$ cat config.mk
export PLATFORM = sky130hd
export DESIGN_NAME = aimps_top
export DESIGN_NICKNAME = d
export VERILOG_FILES = /design/src/aimps_pkg.sv /design/src/aimps_top.sv /design/src/aimps_sync.sv /design/src/aimps_fifo.sv
export SDC_FILE = /design/constraint.sdc
export NUM_CORES = 2
export LEC_CHECK = 0
export BUFFER_PORTS_ARGS = -buffer_cell sky130_fd_sc_hd__buf_2
export CORE_AREA = 2 2 254 319
export DETAILED_ROUTE_END_ITERATION = 8
export DIE_AREA = 0 0 256 321
export PLACE_DENSITY = 0.71
export REMOVE_ABC_BUFFERS = 1
export SLEW_MARGIN = 5
export SYNTH_ARGS = -nofsm -noshare
export SYNTH_HDL_FRONTEND = slang
export SYNTH_SLANG_ARGS = --single-unit
$ cat constraint.sdc
create_clock -name clk_sys_in -period 6.3 [get_ports clk_sys_in]
set_input_delay 0.315 -clock clk_sys_in [delete_from_list [all_inputs] [get_ports clk_sys_in]]
set_output_delay 0.315 -clock clk_sys_in [all_outputs]
set_load 0.01 [all_outputs]
$ cat src/aimps_pkg.sv
// Constants shared by the audio input mode and pin select front end.
// Assumes a single 200 MHz system clock; every pin arrives asynchronously.
package aimps_pkg;
  // System clock rate and master clock watchdog.
  localparam int SYS_CLK_MHZ = 200;
  localparam int MCLK_STOP_NS = 1000;
  localparam int MCLK_STOP_CYC = (MCLK_STOP_NS * SYS_CLK_MHZ + 999) / 1000;
  localparam int LOCK_EDGES = 16;
  localparam int IDLE_W = 16;
  localparam int LOCK_W = 5;
  // Data path shape.
  localparam int SAMPLE_W = 32;
  localparam int LANES = 4;
  localparam int LANE_W = 2;
  localparam int TAG_W = 3;
  localparam int FIFO_DEPTH = 16;
  localparam int RATIO_W = 12;
  localparam int FIELD_W = 3;
  localparam logic [LANES-1:0] PCM_LANES = 4'h3;
  localparam logic [LANES-1:0] ALL_LANES = 4'hF;
  // Positions of the pins inside the synchroniser vector.
  localparam int SY_PDN = 0;
  localparam int SY_PSN = 1;
  localparam int SY_I2C = 2;
  localparam int SY_CLOCK_SETTING_SELECT = 3;
  localparam int SY_CHIP_ADDR_BIT0 = 4;
  localparam int SY_P43 = 5;
  localparam int SY_DAT = 6;
  localparam int SY_P48 = 10;
  localparam int SY_ALT = 11;
  localparam int SY_MCLK = 16;
  localparam int SY_CSN = 17;
  localparam int SY_CTRL_CLOCK = 18;
  localparam int SY_CTRL_DATA_IN = 19;
  localparam int SY_SDA = 20;
  localparam int NSYNC = 21;
  // Offsets inside the alternate pin group.
  localparam int ALT_DEEMPH = 0;
  localparam int ALT_CLK = 1;
  localparam int ALT_FRM1 = 2;
  localparam int ALT_CHAIN = 3;
  localparam int ALT_INV = 4;
  localparam int ALT_N = 5;
  // Input modes.
  typedef enum logic [1:0] {
    AIMPS_PCM = 2'h0,
    AIMPS_ONEBIT = 2'h1,
    AIMPS_EXF = 2'h3
  } aimps_mode_t;
  // Master clock supervisor states, Gray coded.
  typedef enum logic [1:0] {
    MC_ABSENT = 2'h0,
    MC_LOCKING = 2'h1,
    MC_RUN = 2'h3
  } aimps_mc_t;
endpackage

$ cat src/aimps_top.sv
// Mode and pin-function selection front end with sample capture.
// Assumes every pin is asynchronous; mode fields come from local logic.
`timescale 1ns/1ps
module aimps_top
  import aimps_pkg::*;
#(
  parameter int SW = SAMPLE_W,
  parameter int DEPTH = FIFO_DEPTH
) (
  // Clock and reset.
  input wire logic clk_sys_in,
  input wire logic rst_in,
  // Mode and address pins.
  input wire logic power_down_n_in,
  input wire logic control_style_select_in,
  input wire logic i2c_select_in,
  input wire logic clock_setting_select_in,
  input wire logic chip_addr_bit0_in,
  // Shared audio pins.
  input wire logic shared_clock_in,
  input wire logic [LANES-1:0] shared_data_in,
  input wire logic word_clock_in,
  input wire logic [ALT_N-1:0] alt_group_in,
  input wire logic mclk_in,
  // Control port pins.
  input wire logic ctrl_select_n_in,
  input wire logic ctrl_clock_in,
  input wire logic ctrl_data_in,
  input wire logic i2c_sda_in,
  output logic i2c_sda_out,
  output logic i2c_sda_oe_n_out,
  // Register fields from the control logic.
  input wire logic [1:0] input_mode_sel_in,
  input wire logic stream_path_select_in,
  input wire logic [FIELD_W-1:0] stream_mclk_freq_field_in,
  input wire logic chain_enable_in,
  input wire logic sda_pull_low_in,
  // Decoded configuration.
  output logic reg_control_out,
  output logic use_i2c_out,
  output logic [1:0] chip_addr_out,
  output logic auto_clock_out,
  output logic filter_select_c_out,
  output logic deemph_enable_out,
  output logic [1:0] frame_mode_out,
  output logic chain_mode_out,
  output logic right_invert_out,
  output logic [1:0] input_mode_out,
  // Control port towards the register file.
  output logic ctrl_port_select_n_out,
  output logic ctrl_port_clock_out,
  output logic ctrl_port_data_out,
  output logic i2c_scl_out,
  output logic i2c_data_out,
  // Clock supervision and status.
  output logic mclk_absent_out,
  output logic [RATIO_W-1:0] mclk_div_out,
  output logic overrun_out,
  output logic chain_serial_out,
  // Sample stream.
  output logic sample_valid_out,
  output logic [TAG_W+SW-1:0] sample_data_out,
  input wire logic sample_ready_in
);
  localparam int CNT_W = $clog2(SW);
  localparam logic [CNT_W-1:0] LAST_BIT = CNT_W'(SW - 1);
  localparam logic [IDLE_W-1:0] STOP_CYC = IDLE_W'(MCLK_STOP_CYC);
  localparam logic [LOCK_W-1:0] LOCK_CNT = LOCK_W'(LOCK_EDGES);

  typedef struct packed {
    logic reg_mode;
    logic use_i2c;
    logic [1:0] chip_addr;
    logic auto_clk;
    logic filt_c;
    logic deemph;
    logic [1:0] frame_mode;
    logic chain_mode;
    logic inv_r;
    logic ctl_sel_n;
    logic ctl_clk;
    logic ctl_dat;
    logic scl;
    logic sda_i;
    logic sda_o;
    logic sda_oe_n;
    aimps_mode_t mode;
    logic bclk_prev;
    logic fclk_prev;
    logic [LANES-1:0][SW-1:0] shf;
    logic [LANES-1:0][SW-1:0] hold;
    logic [LANES-1:0] pend;
    logic side;
    logic [CNT_W-1:0] bitcnt;
    logic [SW-1:0] chain;
    logic chain_o;
    logic mclk_prev;
    logic [IDLE_W-1:0] idle;
    logic [RATIO_W-1:0] mcnt;
    logic [RATIO_W-1:0] ratio;
    logic [RATIO_W-1:0] div;
    logic [LOCK_W-1:0] lockc;
    aimps_mc_t mc;
    logic absent;
    logic overrun;
  } aimps_top_t;

  aimps_top_t s_q;
  aimps_top_t s_d;
  logic [NSYNC-1:0] sy;
  logic run_rst;
  logic reg_m;
  logic i2c_m;
  logic wire3_m;
  logic alt_path;
  logic bclk;
  logic fclk;
  logic [LANES-1:0] lane_bit;
  logic bit_rise;
  logic bit_fall;
  logic frame_edge;
  logic mclk_rise;
  logic running;
  logic [LANE_W-1:0] lane_sel;
  logic fifo_valid;
  logic fifo_ready;
  logic [TAG_W+SW-1:0] fifo_data;

  // Rising edge of a sampled level.
  function automatic logic rose(input logic prev, input logic cur);
    return ~prev & cur;
  endfunction

  // Lowest pending lane, so lanes leave in a fixed order.
  function automatic logic [LANE_W-1:0] first_lane(
    input logic [LANES-1:0] p
  );
    logic [LANE_W-1:0] r;
    r = '0;
    for (int i = LANES - 1; i >= 0; i--) begin
      if (p[i]) begin
        r = LANE_W'(i);
      end
    end
    return r;
  endfunction

  // Decode the requested input mode, unknown codes fall back to PCM.
  function automatic aimps_mode_t pick_mode(input logic [1:0] code);
    case (code)
      AIMPS_ONEBIT: return AIMPS_ONEBIT;
      AIMPS_EXF: return AIMPS_EXF;
      default: return AIMPS_PCM;
    endcase
  endfunction

  // Every pin passes two flip-flops before any logic reads it.
  aimps_sync #(
    .W(NSYNC)
  ) u_sync (
    .clk_sys_in(clk_sys_in),
    .rst_in(rst_in),
    .async_in({i2c_sda_in, ctrl_data_in, ctrl_clock_in, ctrl_select_n_in,
               mclk_in, alt_group_in, word_clock_in, shared_data_in,
               shared_clock_in, chip_addr_bit0_in, clock_setting_select_in,
               i2c_select_in, control_style_select_in, power_down_n_in}),
    .sync_out(sy)
  );

  // Power-down holds everything behind the synchroniser in reset.
  assign run_rst = rst_in | ~sy[SY_PDN];

  // Pin decoding, clock supervision and sample capture.
  always_comb begin
    s_d = s_q;
    reg_m = ~sy[SY_PSN];
    i2c_m = reg_m & sy[SY_I2C];
    wire3_m = reg_m & ~sy[SY_I2C];
    alt_path = (s_q.mode == AIMPS_ONEBIT) & ~stream_path_select_in;
    bclk = alt_path ? sy[SY_ALT+ALT_CLK] : sy[SY_P43];
    fclk = (s_q.mode == AIMPS_PCM) ? sy[SY_DAT+1] : sy[SY_P48];
    lane_bit = alt_path ? {sy[SY_ALT+ALT_CHAIN], sy[SY_ALT+ALT_FRM1],
                           sy[SY_ALT+ALT_INV], sy[SY_ALT+ALT_DEEMPH]}
                        : sy[SY_DAT+:LANES];
    if (s_q.mode == AIMPS_PCM) begin
      lane_bit = {2'h0, sy[SY_DAT+2], sy[SY_DAT]};
    end
    bit_rise = rose(s_q.bclk_prev, bclk);
    bit_fall = rose(bclk, s_q.bclk_prev);
    mclk_rise = rose(s_q.mclk_prev, sy[SY_MCLK]);
    running = (s_q.mc == MC_RUN);
    lane_sel = first_lane(s_q.pend);
    frame_edge = 1'b0;

    // Control style, interface and address decoding.
    s_d.reg_mode = reg_m;
    s_d.use_i2c = i2c_m;
    s_d.chip_addr = reg_m ? {sy[SY_CLOCK_SETTING_SELECT], sy[SY_CHIP_ADDR_BIT0]} : 2'h0;
    s_d.auto_clk = ~reg_m & sy[SY_CLOCK_SETTING_SELECT];
    s_d.mode = reg_m ? pick_mode(input_mode_sel_in) : AIMPS_PCM;

    // Configuration pins are only meaningful under pin control.
    if (reg_m) begin
      s_d.filt_c = 1'b0;
      s_d.deemph = 1'b0;
      s_d.frame_mode = 2'h0;
      s_d.chain_mode = chain_enable_in;
      s_d.inv_r = 1'b0;
    end else begin
      s_d.filt_c = sy[SY_P48];
      s_d.deemph = sy[SY_ALT+ALT_DEEMPH];
      s_d.frame_mode = {sy[SY_ALT+ALT_FRM1], sy[SY_ALT+ALT_CLK]};
      s_d.chain_mode = sy[SY_ALT+ALT_CHAIN];
      s_d.inv_r = sy[SY_ALT+ALT_INV];
    end

    // Route the control pins to whichever port is selected.
    s_d.ctl_sel_n = ~wire3_m | sy[SY_CSN];
    s_d.ctl_clk = wire3_m & sy[SY_CTRL_CLOCK];
    s_d.ctl_dat = wire3_m & sy[SY_CTRL_DATA_IN];
    s_d.scl = ~i2c_m | sy[SY_CTRL_CLOCK];
    s_d.sda_i = ~i2c_m | sy[SY_SDA];
    s_d.sda_o = 1'b0;
    s_d.sda_oe_n = ~(i2c_m & sda_pull_low_in);

    // Watchdog on master clock edges.
    s_d.mclk_prev = sy[SY_MCLK];
    if (mclk_rise) begin
      s_d.idle = '0;
      s_d.mcnt = RATIO_W'(s_q.mcnt + 1'b1);
    end else if (s_q.idle != STOP_CYC) begin
      s_d.idle = IDLE_W'(s_q.idle + 1'b1);
    end

    // Supervisor: absent, relocking, running.
    case (s_q.mc)
      MC_ABSENT: begin
        s_d.lockc = '0;
        if (mclk_rise) begin
          s_d.mc = MC_LOCKING;
        end
      end
      MC_LOCKING: begin
        if (s_q.idle == STOP_CYC) begin
          s_d.mc = MC_ABSENT;
        end else if (s_q.lockc == LOCK_CNT) begin
          s_d.mc = MC_RUN;
        end else if (mclk_rise) begin
          s_d.lockc = LOCK_W'(s_q.lockc + 1'b1);
        end
      end
      MC_RUN: begin
        if (s_q.idle == STOP_CYC) begin
          s_d.mc = MC_ABSENT;
        end
      end
      default: begin
        s_d.mc = MC_ABSENT;
      end
    endcase
    s_d.absent = (s_d.mc == MC_ABSENT);

    // Divider setting: measured per frame, or programmed for one-bit.
    if (s_q.mode == AIMPS_ONEBIT) begin
      s_d.div = RATIO_W'(stream_mclk_freq_field_in);
    end else if (rose(s_q.fclk_prev, fclk)) begin
      s_d.ratio = s_q.mcnt;
      s_d.div = s_q.mcnt;
      s_d.mcnt = '0;
    end

    // Hand pending lanes to the FIFO, one per accepted cycle.
    if (fifo_ready && s_q.pend != '0) begin
      s_d.pend[lane_sel] = 1'b0;
    end

    // Deserialise on the selected bit clock.
    s_d.bclk_prev = bclk;
    s_d.fclk_prev = fclk;
    if (running && bit_rise) begin
      for (int i = 0; i < LANES; i++) begin
        s_d.shf[i] = {s_q.shf[i][SW-2:0], lane_bit[i]};
      end
      if (s_q.mode == AIMPS_ONEBIT) begin
        s_d.bitcnt = CNT_W'(s_q.bitcnt + 1'b1);
        frame_edge = (s_q.bitcnt == LAST_BIT);
      end
    end

    // Frame boundary: channel clock either edge, word clock rising.
    if (running && s_q.mode == AIMPS_PCM) begin
      frame_edge = (fclk != s_q.fclk_prev);
    end else if (running && s_q.mode == AIMPS_EXF) begin
      frame_edge = rose(s_q.fclk_prev, fclk);
    end

    // Capture a finished word for every active lane.
    if (frame_edge) begin
      if (s_d.pend != '0) begin
        s_d.overrun = 1'b1;
      end
      s_d.hold = s_d.shf;
      s_d.side = s_q.fclk_prev;
      s_d.pend = (s_q.mode == AIMPS_PCM) ? PCM_LANES : ALL_LANES;
    end

    // Chain output re-sends the first lane, MSB first, on falling edges.
    if (!running || !s_q.chain_mode || s_q.mode != AIMPS_PCM) begin
      s_d.chain_o = 1'b0;
      s_d.chain = '0;
    end else if (frame_edge) begin
      s_d.chain = s_d.shf[0];
    end else if (bit_fall) begin
      s_d.chain_o = s_q.chain[SW-1];
      s_d.chain = {s_q.chain[SW-2:0], 1'b0};
    end

    // A quiet data path keeps nothing half captured.
    if (!running) begin
      s_d.pend = '0;
      s_d.bitcnt = '0;
    end
  end

  // Register the whole state; power-down acts as a synchronous reset.
  always_ff @(posedge clk_sys_in) begin
    if (run_rst) begin
      s_q <= '0;
      s_q.ctl_sel_n <= 1'b1;
      s_q.scl <= 1'b1;
      s_q.sda_i <= 1'b1;
      s_q.sda_oe_n <= 1'b1;
      s_q.absent <= 1'b1;
    end else begin
      s_q <= s_d;
    end
  end

  // Presented word: tag of side and lane, then the sample.
  assign fifo_valid = (s_q.pend != '0);
  assign fifo_data = {s_q.side, lane_sel, s_q.hold[lane_sel]};

  // Samples wait here until the consumer takes them.
  aimps_fifo #(
    .W(TAG_W + SW),
    .DEPTH(DEPTH)
  ) u_fifo (
    .clk_sys_in(clk_sys_in),
    .rst_in(run_rst),
    .in_valid_in(fifo_valid),
    .in_data_in(fifo_data),
    .in_ready_out(fifo_ready),
    .out_valid_out(sample_valid_out),
    .out_data_out(sample_data_out),
    .out_ready_in(sample_ready_in)
  );

  // Outputs straight from the state register.
  assign reg_control_out = s_q.reg_mode;
  assign use_i2c_out = s_q.use_i2c;
  assign chip_addr_out = s_q.chip_addr;
  assign auto_clock_out = s_q.auto_clk;
  assign filter_select_c_out = s_q.filt_c;
  assign deemph_enable_out = s_q.deemph;
  assign frame_mode_out = s_q.frame_mode;
  assign chain_mode_out = s_q.chain_mode;
  assign right_invert_out = s_q.inv_r;
  assign input_mode_out = s_q.mode;
  assign ctrl_port_select_n_out = s_q.ctl_sel_n;
  assign ctrl_port_clock_out = s_q.ctl_clk;
  assign ctrl_port_data_out = s_q.ctl_dat;
  assign i2c_scl_out = s_q.scl;
  assign i2c_data_out = s_q.sda_i;
  assign i2c_sda_out = s_q.sda_o;
  assign i2c_sda_oe_n_out = s_q.sda_oe_n;
  assign mclk_absent_out = s_q.absent;
  assign mclk_div_out = s_q.div;
  assign overrun_out = s_q.overrun;
  assign chain_serial_out = s_q.chain_o;
endmodule

$ cat src/aimps_sync.sv
// Two-stage synchroniser for a vector of asynchronous pins.
// Assumes the pins change slowly against the system clock.
`timescale 1ns/1ps
module aimps_sync #(
  parameter int W = 1
) (
  // Clock and reset.
  input wire logic clk_sys_in,
  input wire logic rst_in,
  // Pins.
  input wire logic [W-1:0] async_in,
  output logic [W-1:0] sync_out
);
  typedef struct packed {
    logic [W-1:0] meta;
    logic [W-1:0] sync;
  } aimps_sync_t;
  aimps_sync_t s_q;
  aimps_sync_t s_d;

  // The first stage feeds only the second stage.
  always_comb begin
    s_d.meta = async_in;
    s_d.sync = s_q.meta;
  end

  // Register both stages.
  always_ff @(posedge clk_sys_in) begin
    if (rst_in) begin
      s_q <= '0;
    end else begin
      s_q <= s_d;
    end
  end

  assign sync_out = s_q.sync;
endmodule

$ cat src/aimps_fifo.sv
// Sample FIFO with a registered output stage.
// Assumes both sides run on the system clock.
`timescale 1ns/1ps
module aimps_fifo #(
  parameter int W = 35,
  parameter int DEPTH = 16
) (
  // Clock and reset.
  input wire logic clk_sys_in,
  input wire logic rst_in,
  // Filling side.
  input wire logic in_valid_in,
  input wire logic [W-1:0] in_data_in,
  output logic in_ready_out,
  // Draining side.
  output logic out_valid_out,
  output logic [W-1:0] out_data_out,
  input wire logic out_ready_in
);
  localparam int PW = $clog2(DEPTH);
  localparam int CW = $clog2(DEPTH + 1);
  localparam logic [CW-1:0] FULL_CNT = CW'(DEPTH);
  typedef struct packed {
    logic [DEPTH-1:0][W-1:0] mem;
    logic [PW-1:0] wp;
    logic [PW-1:0] rp;
    logic [CW-1:0] cnt;
    logic full;
    logic ov;
    logic [W-1:0] od;
  } aimps_fifo_t;
  aimps_fifo_t s_q;
  aimps_fifo_t s_d;
  logic push;
  logic load;

  // Write, prefetch into the output stage and keep the count.
  always_comb begin
    s_d = s_q;
    push = in_valid_in & ~s_q.full;
    if (s_q.ov && out_ready_in) begin
      s_d.ov = 1'b0;
    end
    if (push) begin
      s_d.mem[s_q.wp] = in_data_in;
      s_d.wp = PW'(s_q.wp + 1'b1);
    end
    load = ~s_d.ov & (s_q.cnt != '0);
    if (load) begin
      s_d.od = s_q.mem[s_q.rp];
      s_d.ov = 1'b1;
      s_d.rp = PW'(s_q.rp + 1'b1);
    end
    s_d.cnt = CW'(s_q.cnt + CW'(push) - CW'(load));
    s_d.full = (s_d.cnt == FULL_CNT);
  end

  // Register the whole state.
  always_ff @(posedge clk_sys_in) begin
    if (rst_in) begin
      s_q <= '0;
    end else begin
      s_q <= s_d;
    end
  end

  assign in_ready_out = ~s_q.full;
  assign out_valid_out = s_q.ov;
  assign out_data_out = s_q.od;
endmodule

==> results.ini <==
[logic_synthesis]
synth_top_flop_cell=dfxtp_1
synthCells=4091
ys_async_sr_fraction=0
synth_area_um2=43100
yosys_warnings=0
yosysTopAreaCell=dfxtp_1
synth_edf_count=0
netlist_top_cells_count=dfxtp_1 (1,022), o31ai_1 (621), nand2_1 (562)
yosysMostFrequentCell=dfxtp_1
synth.distinct_cells=74
syn_avg_cell_area_um2=10.5
synth-seq-cells=1022
synth_area_leaders=dfxtp_1 (47%), o31ai_1 (11%), mux4_2 (7.3%), mux2i_1 (6.8%), nand2_1 (4.9%)
ys_seq_area_frac=0.475
yosys.area.top_type_share=0.475

[cts]
clockBufferDepth=3
h-tree-depth=3
post_cts_resized=0
root_buffer=clkbuf_16
clk_latency_ps=690
clkSinkCount=1022
numCtsBuffers=97
postCtsSetupBuffers=0
cts_tree=done
postCtsHoldBufs=28
path_clk_slew_ps=60

[placement]
portBuffers=101
place_area_um2=43000
dp.final_hpwl_um=63900
globalplace.congestion=0.772

[routing]
viasPerCell=6.22
avgRoutedWirePerCell_um=23.2
num_vias=31500
ant_nets=0
drc=0
finalWirelength_um=117000
drtPass1Iterations=6
drtIter0Drc=2762

[setup_path]
cpLargestDelayFamily=simple AND/OR/NAND/NOR gates
worstSetupStartpointType=register
worstPathRequired_ps=6850
worst_setup_path_end_kind=register
worstRegToRegCells=8
crit_path_max_incr_delay_ps=820
cpMaxStageDelayCell=nand2_4
cp.depth=8
cp_max_fo=98
path_class=reg -> reg
critical_path_buf_inv_count=1
critPathArrivalTime_ps=4680
path_cells=nor2_1 > mux2_2 > ha_1 > nand3_1 > a21o_1 > nand2_4 > buf_4 > a21oi_1

[floorplan]
die_w_um=256
ios=103
die_h_um=321
core_area_um2=79400
dieArea_um2=82200
initial_core_util=0.543
num_rows=116

[finish]
n_antenna_cell=0
finalCoreUtilization=0.590
multi_input_area_um2=20100
nets=3971
fill_cells=6605
area_growth_pct=8.72
design_area_um2=46900
register_area_um2=20500
drive_above_1_share=0.161

[power_and_ir_drop]
seqPwrFrac=0.498
p_clk_frac=0.491
finalPower_mw=13.0
combinationalPowerShare=0.011
switching_share=0.209
ir_worst_vdd_uv=246
power_density_nw_per_um2=277
p_leak_nw=16.0
internal_power_mw=10.3
switchingPower_mw=2.72

[timing]
max_freq_mhz=242
finalMaxSlewViolations=0
post-route-period-util=0.655
relSlewSlack=0.130
holdWs_ps=77.5
hold_viol_final=0
fin_crit_ps=4130
finClkSkew_ps=61.3
max_slew.worst_pin.slew_ps=1300
finalSetupViolCount=0
grt_setup_unrepaired=false

[global_route]
grt_start_max_net_pins=129
grt_pass1_wl_um=182000
antenna_found_initial=0
grt_pass1_vias=31100
grt_util_all_layers=0.281
gr-total-overflow=0

[run]
cap_violations=0

[hold_path]
hold_class=in -> reg
min_delay_path_depth=3

[outcome]
status=finished clean

## worst register-to-register path: stages, from the launching register on
cell	delay [ps]
dfxtp_1	630
nor2_1	160
mux2_2	270
ha_1	690
nand3_1	320
a21o_1	320
nand2_4	820
buf_4	640
a21oi_1	140
## final timing paths
| check | startpoint | to | slack (ps) |
|---|---|---|---|
| min | stream_path_select_in | s_q[362] | 80 |
| max reg2reg | input_mode_out[1] | s_q[182] | 2170 |
| max | input_mode_out[1] | s_q[182] | 2170 |
| min reg2reg | u_sync.sync_out[17] | ctrl_port_select_n_out | 410 |
## through the flow
step	setup WS, ps	TNS, ps	cells
floorplan	-5090	-1473080	3633
global placement	2370	0	4854
detailed placement	2220	0	4854
CTS	2200	0	5065
global route	1890	0	5065
finish	2170	0	5065
## power groups by stage
stage                     Combinational (mW)  Sequential, mW  Clock [mW]
after global routing                   0.148            6.48        6.74
after CTS                              0.139            6.48        6.44
after global placement                 0.125            6.62           0
final                                  0.142            6.48        6.38
after detailed placement               0.126            6.62           0
after floorplan                       0.0565            6.62           0
## final cells by class
| cell class | instances | share of cell area |
|---|---|---|
| Multi-Input combinational cell | 2559 | 0.428 |
| Clock buffer | 132 | 0.0600 |
| Sequential cell | 1022 | 0.437 |
| Clock inverter | 51 | 0.0157 |
| Tap cell | 1062 | 0.0284 |
| Timing Repair Buffer | 187 | 0.0271 |
| Inverter | 52 | 0.00416 |
## logic make-up after synthesis
group	share of synthesized area
other	0.0000870
xor gates and xnor gates	0.00630
and+or+nand+nor	0.108
adders and majority gates	0.00621
buffers and inverters	0.0675
DFF	0.475
AOI/OAI and AO/OA	0.196
muxes	0.141
## routing by layer
layer / track usage / wire, um / vias to the layer above
li1: - / - / 14600
met2: 0.475 / 55400 / 1198
met1: 0.355 / 48600 / 15400
met3: 0.0400 / 8210 / 291
met4: 0.132 / 5130 / 0
met5: 0 / 0 / -
## cells in the final DEF, fill, tap and decap left out, types with 19 or more instances in the layout
cell type      count
a211oi_1          35
a211oi_4          28
a21oi_1          146
a2bb2oi_1         35
and4_1            21
buf_2            101
buf_4             54
clkbuf_16         98
clkbuf_8          23
clkinv_2          22
dfxtp_1         1018
dlygate4sd3_1     28
ha_1              19
inv_1             50
mux2i_1          291
mux4_2           140
nand2_1          546
nor2_1           236
nor2b_1           47
o21ai_0           46
o22ai_1           35
o31ai_1          621
o31ai_2           19
o31ai_4           32
or4b_2            31
xnor2_1           20
## flip-flops by register name, indices dropped and copies added, names as in the netlist, 2 cells and up
register	cells
mclk_div_out	12
u_sync.sync_out	21
u_sync.s_d	21
u_fifo.s_q	574
input_mode_out	2
chip_addr_out	2
s_q	335
u_fifo.out_data_out	35
frame_mode_out	2
Power figures use the tool's default switching activity.
